`src/design/crj_cond_eval.sv`:
```
// Shared constants and the condition code evaluator
`timescale 1ns/1ps
package crj_pkg;
   // Wishbone register byte offsets
   localparam logic [9:0] OFF_CTRL = 10'h000;
   localparam logic [9:0] OFF_INSTR = 10'h004;
   localparam logic [9:0] OFF_PC = 10'h008;
   localparam logic [9:0] OFF_IP = 10'h00c;
   localparam logic [9:0] OFF_SP = 10'h010;
   localparam logic [9:0] OFF_FLAGS = 10'h014;
   localparam logic [9:0] OFF_SYSMODE = 10'h018;
   localparam logic [9:0] OFF_SHADOW = 10'h01c;
   localparam logic [9:0] OFF_WRP = 10'h020;
   localparam logic [9:0] OFF_STATUS = 10'h024;
   localparam logic [1:0] WIN_REGFILE = 2'h1;
   // Control and status bit positions
   localparam int CTRL_GO = 0;
   localparam int CTRL_FIRQ = 1;
   localparam int CTRL_SLOW = 2;
   localparam int STAT_BUSY = 0;
   localparam int STAT_TAKEN = 1;
   localparam int STAT_ILLEGAL = 2;
   // Flag bit positions
   localparam int FL_C = 7;
   localparam int FL_Z = 6;
   localparam int FL_S = 5;
   localparam int FL_V = 4;
   localparam int FL_FIS = 1;
   localparam int SYM_GIE = 0;
   localparam logic [7:0] FLAGS_ADDR = 8'hd5;
   // Opcodes and low-nibble opcodes
   localparam logic [7:0] OP_INTERRUPT_RETURN_INSTR = 8'hbf;
   localparam logic [7:0] OP_JP_IND = 8'h30;
   localparam logic [7:0] OP_LDB = 8'h47;
   localparam logic [7:0] OP_LD_R_IR = 8'hc7;
   localparam logic [7:0] OP_LD_IR_R = 8'hd7;
   localparam logic [7:0] OP_LD_RR = 8'he4;
   localparam logic [7:0] OP_LD_R_IND = 8'he5;
   localparam logic [7:0] OP_LD_R_IM = 8'he6;
   localparam logic [7:0] OP_LD_IND_IM = 8'hd6;
   localparam logic [7:0] OP_LD_IND_R = 8'hf5;
   localparam logic [3:0] LO_JP = 4'hd;
   localparam logic [3:0] LO_JR = 4'hb;
   localparam logic [3:0] LO_LD_IM = 4'hc;
   localparam logic [3:0] LO_LD_FROM = 4'h8;
   localparam logic [3:0] LO_LD_TO = 4'h9;
   // Cycle counts
   localparam logic [3:0] CYC_INTERRUPT_RETURN_INSTR_NORM = 4'd10;
   localparam logic [3:0] CYC_INTERRUPT_RETURN_INSTR_SLOW = 4'd12;
   localparam logic [3:0] CYC_INTERRUPT_RETURN_INSTR_FAST = 4'd6;
   localparam logic [3:0] CYC_JP = 4'd8;
   localparam logic [3:0] CYC_JR = 4'd6;
   localparam logic [3:0] CYC_SHORT = 4'd4;
   localparam logic [3:0] CYC_LONG = 4'd6;
   // Reset values
   localparam logic [15:0] RST_WORD = 16'h0000;
   localparam logic [7:0] RST_BYTE = 8'h00;
endpackage

module crj_cond_eval
(
   input wire logic [3:0] condCode,
   input wire logic [7:0] flags,
   output logic condTrue
);
   logic c;
   logic z;
   logic s;
   logic v;
   assign c = flags[crj_pkg::FL_C];
   assign z = flags[crj_pkg::FL_Z];
   assign s = flags[crj_pkg::FL_S];
   assign v = flags[crj_pkg::FL_V];
   // ----------------------------------------
   // Sixteen-entry condition table
   // ----------------------------------------
   // condition table lookup
   always_comb
   begin
      case (condCode)
         4'h0: condTrue = 1'b0;
         4'h1: condTrue = s ^ v;
         4'h2: condTrue = z | (s ^ v);
         4'h3: condTrue = c | z;
         4'h4: condTrue = v;
         4'h5: condTrue = s;
         4'h6: condTrue = z;
         4'h7: condTrue = c;
         4'h8: condTrue = 1'b1;
         4'h9: condTrue = ~(s ^ v);
         4'ha: condTrue = ~(z | (s ^ v));
         4'hb: condTrue = ~c & ~z;
         4'hc: condTrue = ~v;
         4'hd: condTrue = ~s;
         4'he: condTrue = ~z;
         default: condTrue = ~c;
      endcase
   end
endmodule

```
`src/design/crj_exec_unit.sv`:
```
// Execution unit for return, jump and load instructions
`timescale 1ns/1ps
// How it works
// - Normal return pops flags then PC, SP up by three, sets GIE; 10/12 cycles.
// - Normal return only while fast status flag in flags bit one is clear.
// - Fast return swaps PC/IP, restores shadow flags, clears fast flag, sets GIE; 6 cycles.
// - Fast interrupt entry swaps PC and IP; IP keeps the return address.
// - Conditional absolute jump: cc|D, 16-bit target, 8 cycles, loads PC when true.
// - Opcode 30 loads PC from the register pair named by its operand.
// - Relative jump adds signed displacement to address after the instruction when true.
// - Relative jump is two bytes, cc|B, 6 cycles.
// - Jumps, byte loads and bit loads leave all flags unchanged unless a load writes FLAGS_ADDR.
// - Byte load copies source to destination; short forms rC r8 r9 take 4 cycles.
// - Bit load 47, three bytes, 6 cycles, moves one bit to/from working bit zero.
// - Bit load byte two: register nibble, three bit index bits, direction in LSB.
// - System mode bit zero enables interrupts; entry accepted only while it is one.
module crj_exec_unit
#(
   parameter int REG_DEPTH = 32
)
(
   input wire logic clk_sys,
   input wire logic rst,
   input wire logic wb_cyc_i,
   input wire logic wb_stb_i,
   input wire logic wb_we_i,
   input wire logic [9:0] wb_adr_i,
   input wire logic [3:0] wb_sel_i,
   input wire logic [31:0] wb_dat_i,
   output logic [31:0] wb_dat_o,
   output logic wb_ack_o,
   output logic busy,
   output logic globalIrqEnable,
   output logic fetchNext
);
   localparam int IDXW = $clog2(REG_DEPTH);

   logic [15:0] pc_r, pc_nxt, ip_r, ip_nxt;
   logic [7:0] sp_r, sp_nxt, flags_r, flags_nxt, sym_r, sym_nxt;
   logic [7:0] shadow_r, shadow_nxt, wrp_r, wrp_nxt;
   logic [23:0] instr_r, instr_nxt;
   logic [3:0] cnt_r, cnt_nxt;
   logic busy_r, busy_nxt, slow_r, slow_nxt, taken_r, taken_nxt;
   logic illegal_r, illegal_nxt, ack_r, ack_nxt, fetch_r, fetch_nxt;
   logic [31:0] dat_r, dat_nxt;
   logic [7:0] mem_r [REG_DEPTH];
   logic memWe;
   logic [IDXW-1:0] memIdx;
   logic [7:0] memData;
   logic condTrue;

   // ----------------------------------------
   // Helpers
   // ----------------------------------------
   function automatic logic [7:0] rdReg(input logic [7:0] a);
      if (a == crj_pkg::FLAGS_ADDR)
         rdReg = flags_r;
      else
         rdReg = mem_r[a[IDXW-1:0]];
   endfunction

   function automatic logic [7:0] workAddr(input logic [3:0] n);
      workAddr = wrp_r + {4'h0, n};
   endfunction

   function automatic logic [31:0] merge(input logic [31:0] o, input logic [31:0] d, input logic [3:0] s);
      for (int i = 0; i < 4; i++)
         merge[8*i +: 8] = s[i] ? d[8*i +: 8] : o[8*i +: 8];
   endfunction

   function automatic logic [3:0] cycFor(input logic [7:0] op, input logic fast_irq_status_flag, input logic slow);
      if (op == crj_pkg::OP_INTERRUPT_RETURN_INSTR)
         cycFor = fast_irq_status_flag ? crj_pkg::CYC_INTERRUPT_RETURN_INSTR_FAST : (slow ? crj_pkg::CYC_INTERRUPT_RETURN_INSTR_SLOW : crj_pkg::CYC_INTERRUPT_RETURN_INSTR_NORM);
      else if (op == crj_pkg::OP_JP_IND || op[3:0] == crj_pkg::LO_JP)
         cycFor = crj_pkg::CYC_JP;
      else if (op[3:0] == crj_pkg::LO_JR)
         cycFor = crj_pkg::CYC_JR;
      else if (op == crj_pkg::OP_LDB || op == crj_pkg::OP_LD_RR || op == crj_pkg::OP_LD_R_IND
               || op == crj_pkg::OP_LD_R_IM || op == crj_pkg::OP_LD_IND_IM || op == crj_pkg::OP_LD_IND_R)
         cycFor = crj_pkg::CYC_LONG;
      else
         cycFor = crj_pkg::CYC_SHORT;
   endfunction

   crj_cond_eval u_cond
   (
      .condCode(instr_r[7:4]),
      .flags(flags_r),
      .condTrue(condTrue)
   );

   // ----------------------------------------
   // Bus, sequencing and execution
   // ----------------------------------------
   always_comb
   begin
      logic [7:0] op, b1, b2, wrAddr, wrData, src, old;
      logic wrEn, commit, go, retire;
      logic [31:0] rd, w;
      op = instr_r[7:0];
      b1 = instr_r[15:8];
      b2 = instr_r[23:16];
      wrAddr = 8'h00;
      wrData = 8'h00;
      src = 8'h00;
      old = 8'h00;
      wrEn = 1'b0;
      rd = 32'h0000_0000;
      w = 32'h0000_0000;
      pc_nxt = pc_r;
      ip_nxt = ip_r;
      sp_nxt = sp_r;
      flags_nxt = flags_r;
      sym_nxt = sym_r;
      shadow_nxt = shadow_r;
      wrp_nxt = wrp_r;
      instr_nxt = instr_r;
      cnt_nxt = cnt_r;
      busy_nxt = busy_r;
      slow_nxt = slow_r;
      taken_nxt = taken_r;
      illegal_nxt = illegal_r;
      fetch_nxt = 1'b0;
      memWe = 1'b0;
      memIdx = '0;
      memData = 8'h00;
      ack_nxt = wb_cyc_i & wb_stb_i & ~ack_r;
      commit = wb_cyc_i & wb_stb_i & wb_we_i & ack_r;
      go = 1'b0;
      retire = busy_r & (cnt_r == 4'h0);

      // Read mux, loaded into the data register with the ack
      if (wb_adr_i == crj_pkg::OFF_CTRL)
         rd[crj_pkg::CTRL_SLOW] = slow_r;
      else if (wb_adr_i == crj_pkg::OFF_INSTR)
         rd = {8'h00, instr_r};
      else if (wb_adr_i == crj_pkg::OFF_PC)
         rd = {16'h0000, pc_r};
      else if (wb_adr_i == crj_pkg::OFF_IP)
         rd = {16'h0000, ip_r};
      else if (wb_adr_i == crj_pkg::OFF_SP)
         rd = {24'h000000, sp_r};
      else if (wb_adr_i == crj_pkg::OFF_FLAGS)
         rd = {24'h000000, flags_r};
      else if (wb_adr_i == crj_pkg::OFF_SYSMODE)
         rd = {24'h000000, sym_r};
      else if (wb_adr_i == crj_pkg::OFF_SHADOW)
         rd = {24'h000000, shadow_r};
      else if (wb_adr_i == crj_pkg::OFF_WRP)
         rd = {24'h000000, wrp_r};
      else if (wb_adr_i == crj_pkg::OFF_STATUS)
         rd = {29'h00000000, illegal_r, taken_r, busy_r};
      else if (wb_adr_i[9:8] == crj_pkg::WIN_REGFILE && wb_adr_i[7:IDXW+2] == '0)
         rd = {24'h000000, mem_r[wb_adr_i[IDXW+1:2]]};
      dat_nxt = ack_nxt ? rd : dat_r;

      // Writes only reach state while idle; unmapped writes are dropped
      if (commit && !busy_r)
      begin
         w = merge(rd, wb_dat_i, wb_sel_i);
         if (wb_adr_i == crj_pkg::OFF_CTRL)
         begin
            slow_nxt = w[crj_pkg::CTRL_SLOW];
            go = wb_sel_i[0] & wb_dat_i[crj_pkg::CTRL_GO];
            if (wb_sel_i[0] && wb_dat_i[crj_pkg::CTRL_FIRQ] && !go && sym_r[crj_pkg::SYM_GIE])
            begin
               pc_nxt = ip_r;
               ip_nxt = pc_r;
               shadow_nxt = flags_r;
               flags_nxt[crj_pkg::FL_FIS] = 1'b1;
               sym_nxt[crj_pkg::SYM_GIE] = 1'b0;
            end
         end
         else if (wb_adr_i == crj_pkg::OFF_INSTR)
            instr_nxt = w[23:0];
         else if (wb_adr_i == crj_pkg::OFF_PC)
            pc_nxt = w[15:0];
         else if (wb_adr_i == crj_pkg::OFF_IP)
            ip_nxt = w[15:0];
         else if (wb_adr_i == crj_pkg::OFF_SP)
            sp_nxt = w[7:0];
         else if (wb_adr_i == crj_pkg::OFF_FLAGS)
            flags_nxt = w[7:0];
         else if (wb_adr_i == crj_pkg::OFF_SYSMODE)
            sym_nxt = w[7:0];
         else if (wb_adr_i == crj_pkg::OFF_SHADOW)
            shadow_nxt = w[7:0];
         else if (wb_adr_i == crj_pkg::OFF_WRP)
            wrp_nxt = w[7:0];
         else if (wb_adr_i[9:8] == crj_pkg::WIN_REGFILE && wb_adr_i[7:IDXW+2] == '0)
         begin
            memWe = 1'b1;
            memIdx = wb_adr_i[IDXW+1:2];
            memData = w[7:0];
         end
      end

      if (go)
      begin
         busy_nxt = 1'b1;
         taken_nxt = 1'b0;
         illegal_nxt = 1'b0;
         cnt_nxt = cycFor(op, flags_r[crj_pkg::FL_FIS], slow_r) - 4'd1;
      end
      else if (busy_r && !retire)
         cnt_nxt = cnt_r - 4'd1;

      // Effects land together on the last cycle; flags untouched unless named
      if (retire)
      begin
         busy_nxt = 1'b0;
         fetch_nxt = 1'b1;
         if (op == crj_pkg::OP_INTERRUPT_RETURN_INSTR)
         begin
            sym_nxt[crj_pkg::SYM_GIE] = 1'b1;
            if (flags_r[crj_pkg::FL_FIS])
            begin
               pc_nxt = ip_r;
               ip_nxt = pc_r;
               flags_nxt = shadow_r;
               flags_nxt[crj_pkg::FL_FIS] = 1'b0;
            end
            else
            begin
               flags_nxt = rdReg(sp_r);
               pc_nxt = {rdReg(sp_r + 8'd1), rdReg(sp_r + 8'd2)};
               sp_nxt = sp_r + 8'd3;
            end
         end
         else if (op == crj_pkg::OP_JP_IND)
            pc_nxt = {rdReg(b1), rdReg(b1 + 8'd1)};
         else if (op[3:0] == crj_pkg::LO_JP)
         begin
            taken_nxt = condTrue;
            pc_nxt = condTrue ? {b1, b2} : pc_r + 16'd3;
         end
         else if (op[3:0] == crj_pkg::LO_JR)
         begin
            taken_nxt = condTrue;
            pc_nxt = pc_r + 16'd2 + (condTrue ? {{8{b1[7]}}, b1} : 16'h0000);
         end
         else
         begin
            pc_nxt = pc_r + ((cycFor(op, 1'b0, 1'b0) == crj_pkg::CYC_LONG) ? 16'd3 : 16'd2);
            wrEn = 1'b1;
            if (op[3:0] == crj_pkg::LO_LD_IM)
            begin
               wrAddr = workAddr(op[7:4]);
               wrData = b1;
            end
            else if (op[3:0] == crj_pkg::LO_LD_FROM)
            begin
               wrAddr = workAddr(op[7:4]);
               wrData = rdReg(b1);
            end
            else if (op[3:0] == crj_pkg::LO_LD_TO)
            begin
               wrAddr = b1;
               wrData = rdReg(workAddr(op[7:4]));
            end
            else if (op == crj_pkg::OP_LD_R_IR)
            begin
               wrAddr = workAddr(b1[7:4]);
               wrData = rdReg(rdReg(workAddr(b1[3:0])));
            end
            else if (op == crj_pkg::OP_LD_IR_R)
            begin
               wrAddr = rdReg(workAddr(b1[7:4]));
               wrData = rdReg(workAddr(b1[3:0]));
            end
            else if (op == crj_pkg::OP_LD_RR)
            begin
               wrAddr = b2;
               wrData = rdReg(b1);
            end
            else if (op == crj_pkg::OP_LD_R_IND)
            begin
               wrAddr = b2;
               wrData = rdReg(rdReg(b1));
            end
            else if (op == crj_pkg::OP_LD_R_IM)
            begin
               wrAddr = b1;
               wrData = b2;
            end
            else if (op == crj_pkg::OP_LD_IND_IM)
            begin
               wrAddr = rdReg(b1);
               wrData = b2;
            end
            else if (op == crj_pkg::OP_LD_IND_R)
            begin
               wrAddr = rdReg(b2);
               wrData = rdReg(b1);
            end
            else if (op == crj_pkg::OP_LDB)
            begin
               if (!b1[0])
               begin
                  wrAddr = workAddr(b1[7:4]);
                  old = rdReg(wrAddr);
                  src = rdReg(b2);
                  wrData = {old[7:1], src[b1[3:1]]};
               end
               else
               begin
                  wrAddr = b2;
                  old = rdReg(b2);
                  src = rdReg(workAddr(b1[7:4]));
                  wrData = old;
                  wrData[b1[3:1]] = src[0];
               end
            end
            else
            begin
               wrEn = 1'b0;
               illegal_nxt = 1'b1;
            end
         end
         if (wrEn)
         begin
            if (wrAddr == crj_pkg::FLAGS_ADDR)
               flags_nxt = wrData;
            else
            begin
               memWe = 1'b1;
               memIdx = wrAddr[IDXW-1:0];
               memData = wrData;
            end
         end
      end
   end

   always_ff @(posedge clk_sys or posedge rst)
   begin
      if (rst)
      begin
         pc_r <= crj_pkg::RST_WORD;
         ip_r <= crj_pkg::RST_WORD;
         sp_r <= crj_pkg::RST_BYTE;
         flags_r <= crj_pkg::RST_BYTE;
         sym_r <= crj_pkg::RST_BYTE;
         shadow_r <= crj_pkg::RST_BYTE;
         wrp_r <= crj_pkg::RST_BYTE;
         instr_r <= 24'h000000;
         cnt_r <= 4'h0;
         busy_r <= 1'b0;
         slow_r <= 1'b0;
         taken_r <= 1'b0;
         illegal_r <= 1'b0;
         ack_r <= 1'b0;
         fetch_r <= 1'b0;
         dat_r <= 32'h0000_0000;
         for (int i = 0; i < REG_DEPTH; i++)
            mem_r[i] <= crj_pkg::RST_BYTE;
      end
      else
      begin
         pc_r <= pc_nxt;
         ip_r <= ip_nxt;
         sp_r <= sp_nxt;
         flags_r <= flags_nxt;
         sym_r <= sym_nxt;
         shadow_r <= shadow_nxt;
         wrp_r <= wrp_nxt;
         instr_r <= instr_nxt;
         cnt_r <= cnt_nxt;
         busy_r <= busy_nxt;
         slow_r <= slow_nxt;
         taken_r <= taken_nxt;
         illegal_r <= illegal_nxt;
         ack_r <= ack_nxt;
         fetch_r <= fetch_nxt;
         dat_r <= dat_nxt;
         if (memWe)
            mem_r[memIdx] <= memData;
      end
   end

   assign wb_dat_o = dat_r;
   assign wb_ack_o = ack_r;
   assign busy = busy_r;
   assign globalIrqEnable = sym_r[crj_pkg::SYM_GIE];
   assign fetchNext = fetch_r;
endmodule

```
`config.mk`:
```
export PLATFORM = sky130hd
export DESIGN_NAME = crj_exec_unit
export DESIGN_NICKNAME = d
export VERILOG_FILES = /design/src/design/crj_cond_eval.sv /design/src/design/crj_exec_unit.sv
export SDC_FILE = /design/constraint.sdc
export NUM_CORES = 2
export LEC_CHECK = 0
export ABC_CLOCK_PERIOD_IN_PS = 23100
export BUFFER_PORTS_ARGS = -buffer_cell sky130_fd_sc_hd__buf_4
export CAP_MARGIN = 40
export CORE_ASPECT_RATIO = 0.6
export CORE_MARGIN = 4
export CORE_UTILIZATION = 40
export DETAILED_ROUTE_END_ITERATION = 7
export PLACE_DENSITY = 0.65
export SKIP_CTS_REPAIR_TIMING = 1
export SYNTH_ARGS = -nofsm -noshare
export SYNTH_HDL_FRONTEND = slang
export SYNTH_SLANG_ARGS = --single-unit
```
`constraint.sdc`:
```
create_clock -name clk_sys -period 23.1 [get_ports clk_sys]
set_clock_uncertainty 0.1 [all_clocks]
set_input_delay 1.155 -clock clk_sys [delete_from_list [all_inputs] [get_ports clk_sys]]
set_output_delay 1.155 -clock clk_sys [all_outputs]
set_load 0.03 [all_outputs]
```
==> results.py <==
metrics = {
    "worst_setup_path": {
        "rrSetupSlack_ns": 14.65,
        "cp-start-kind": "register",
        "cpMaxStageDelayCell": "fa_4",
        "path_common_cell": "buf_4",
        "path_max_fanout": 34,
        "slowest_delay_ns": 1.19,
        "critPathBufInv": 5,
        "end_kind": "register",
        "crit_family": "compound AO/OA/AOI/OAI gates",
        "timing.rr.start": "instr_r[8]",
        "crit_type": "register to register",
        "reg2reg_depth": 20,
        "crit_path_cell_trace": "ha_4, fa_4, buf_4, mux4_2, nand2_1, nor3_1, o41ai_1, o211ai_1, nand2_1, buf_4, nor2_2, buf_8, buf_4, a32oi_1, nand4_1, a31oi_1, a21boi_0, o31ai_4, buf_4, mux2_2",
        "critPathLaunch": "instr_r[8]",
        "worstPathRequired_ns": 23.59,
        "critPathArrivalTime_ns": 8.93,
        "r2r-end": "mem_r[31]",
    },
    "pwr": {
        "leakagePower_nw": 20.6,
        "switching_share": 0.259,
        "p_int_mw": 1.25,
        "p_per_area_nw_per_um2": 30.9,
        "total_power_mw": 1.68,
        "combPwrFrac": 0.045,
        "peakVddDrop_v": 0.0000643,
        "seqPwrFrac": 0.403,
        "pwr-share-clk": 0.551,
        "switchingPower_uw": 434,
    },
    "floorplanning": {
        "die_x_um": 463,
        "start_util": 0.406,
        "ios": 87,
        "die_h_um": 281,
        "core_area_um2": 122000,
        "dieArea_um2": 130000,
        "fp-row-count": 99,
    },
    "timing": {
        "fmax_ghz": 0.118,
        "finalCritPeriodShare": 0.366,
        "period_needed_ns": 8.45,
        "fin_tns_setup_ns": 0,
        "hold_viol_final": 0,
        "final_max_slew_viol_count": 0,
        "rsz0062_at_grt": "no",
        "finalSetupViolCount": 0,
        "max_slew_margin": 0.295,
        "worstMarginPinSlew_ns": 1.06,
    },
    "route": {
        "via_per_inst": 8.06,
        "drt_wl_total_um": 293000,
        "vias": 51544,
        "remaining_drc_errors": 16,
        "wl_per_cell_um": 45.9,
        "firstDrtPassIters": 8,
        "antenna_left": 0,
        "drt_iter0_markers": 10784,
    },
    "synth": {
        "synth_compound_area_frac": 0.148,
        "synthCells": 4989,
        "synthXorXnorAreaFrac": 0.0114,
        "synth_adder_area_share": 0.0150,
        "ys_types": 104,
        "synth_top_family_by_area": "multiplexers",
        "synth_area_um2": 49700,
        "yosysWarnings": 0,
        "synth_seq_cells": 386,
        "synthSimpleGateAreaFrac": 0.116,
        "async_flop_share": 1.00,
        "synth.avg_cell_area_um2": 9.96,
        "synth.area.mux_share": 0.449,
        "synth_edf_count": 0,
        "ys_seq_area_frac": 0.194,
        "ys.flop_type": "dfrtp_1",
    },
    "global_routing": {
        "grt_pass1_wl_um": 398000,
        "grtUsageTotal": 0.436,
        "grt_max_degree": 102,
        "grt_pass1_vias": 46417,
        "antenna_found_initial": 25,
        "grt_overflow": 0,
    },
    "final_layout": {
        "layout_common_cells": "mux4_2 (640), nand2_1 (553), mux2i_1 (411)",
        "layout_commonest_cell": "mux4_2",
        "final_layout_size_suffix_gt1_frac": 0.329,
        "fillers": 11455,
        "nets": 4825,
        "post-route-util": 0.445,
        "synthToLayoutAreaGrowth_pct": 9.53,
    },
    "run": {
        "maxCapViolCount": 0,
    },
    "placement": {
        "place_hpwl_um": 210000,
        "routabilityCongestion": 1.08,
        "portBuffers": 69,
    },
    "clock_network": {
        "clockRootBuffer": "clkbuf_16",
        "clock_latency_ns": 0.67,
        "clockBufferDepth": 3,
        "htreeDepth": 2,
        "path_clk_slew_ns": 0.07,
        "cts_tree": "yes",
        "cts_made_buffers": 47,
        "cts_sinks": 386,
    },
    "worst_hold_path": {
        "min_path_type": "register to register",
        "hp-start": "wb_dat_o[16]",
        "min_path_cells": 2,
        "whs_endpoint": "wb_dat_o[16]",
    },
    "outcome": {
        "violations": "design-rule violations",
        "outcome": "finished with violations",
    },
}
-- power by group through the flow --
stage | clock network [mW] | logic [mW] | registers [mW]
final | 0.926 | 0.0763 | 0.677
after global routing | 0.947 | 0.0783 | 0.677
after global placement | 0 | 0.0706 | 0.690
after CTS | 0.921 | 0.0732 | 0.677
after floorplan | 0 | 0.0400 | 0.691
after detailed placement | 0 | 0.0731 | 0.690
-- cell families after synthesis --
kind of cell,count (synthesis)
other cells,1
mux,1372
simple gates,1245
buf+inv,786
compound gates,1078
xor+xnor,64
fa+ha+maj,57
flops,386
-- final cells by class --
class,count,area (um^2),area share
Timing Repair Buffer,394,3270,0.0600
Sequential cell,386,9680,0.178
Tap cell,1616,2020,0.0372
Multi-Input combinational cell,3824,37300,0.685
Clock inverter,27,515,0.00947
Inverter,64,248,0.00455
Antenna cell,21,52.6,0.000966
Clock buffer,61,1330,0.0244
-- synthesized netlist by cell type, drive strengths merged (38+ instances only) --
library cell  instances  area [um^2]
mux2                316         3660
ha                   53          663
nand2               554         2080
a211oi               51          388
buf                 202         1100
a21oi               241         1220
mux4                645        14500
clkbuf              520         1950
o211ai               46          369
o22ai                47          294
o21ai               208         1040
nor2                240          911
nand3               129          646
a22oi               108          811
mux2i               411         4110
nor3                 60          327
dfrtp               386         9660
a31oi                38          238
a32oi                45          394
inv                  58          218
-- metrics by stage --
stage                     std cells  instance area [um^2]  hold slack, ns  setup slack (ns)
final                          6393                 54400           0.374             14.65
after global routing           6377                 54400           0.394             14.79
after CTS                      6365                 54300           0.377             15.20
after detailed placement       6277                 52500           0.362             15.21
after global placement         6228                 51800           0.361             15.00
after floorplan                4996                 49700           0.351             11.12
-- flip-flops by register name, summed over array words and instances (netlist names) --
name,flops
mem_r,256
instr_r,24
wb_dat_o,24
ip_r,16
pc_r,16
flags_r,8
shadow_r,8
sp_r,8
sym_r,8
wrp_r,8
cnt_r,4
busy,1
fetchNext,1
illegal_r,1
slow_r,1
taken_r,1
wb_ack_o,1
-- worst reg2reg max path, stage by stage (launching register included) --
cell	delay (ns)
dfrtp_4	0.64
ha_4	0.29
fa_4	1.19
buf_4	0.66
mux4_2	0.46
nand2_1	0.09
nor3_1	0.06
o41ai_1	0.48
o211ai_1	0.41
nand2_1	0.16
buf_4	0.61
nor2_2	0.20
buf_8	0.22
buf_4	0.19
a32oi_1	0.27
nand4_1	0.13
a31oi_1	0.74
a21boi_0	0.49
o31ai_4	0.34
buf_4	0.40
mux2_2	0.27
-- metal layers --
layer / global-route usage / vias up / share of wire
li1: - / 18912 / -
met1: 0.571 / 25980 / 0.37
met2: 0.523 / 5502 / 0.35
met3: 0.311 / 1104 / 0.21
met4: 0.203 / 46 / 0.064
met5: 0.0206 / - / 0.0030
-- how the worst max path moves through the flow --
stage	to	slack [ns]	cells past startpoint
2_1_floorplan	busy	11.12	1
3_3_place_gp	mem_r[90]	15.00	16
3_5_place_dp	mem_r[114]	15.21	15
4_1_cts	mem_r[114]	15.20	15
5_1_grt	mem_r[114]	14.79	15
6_report	mem_r[31]	14.65	20
Note: power is estimated with default switching activity, not from simulation.
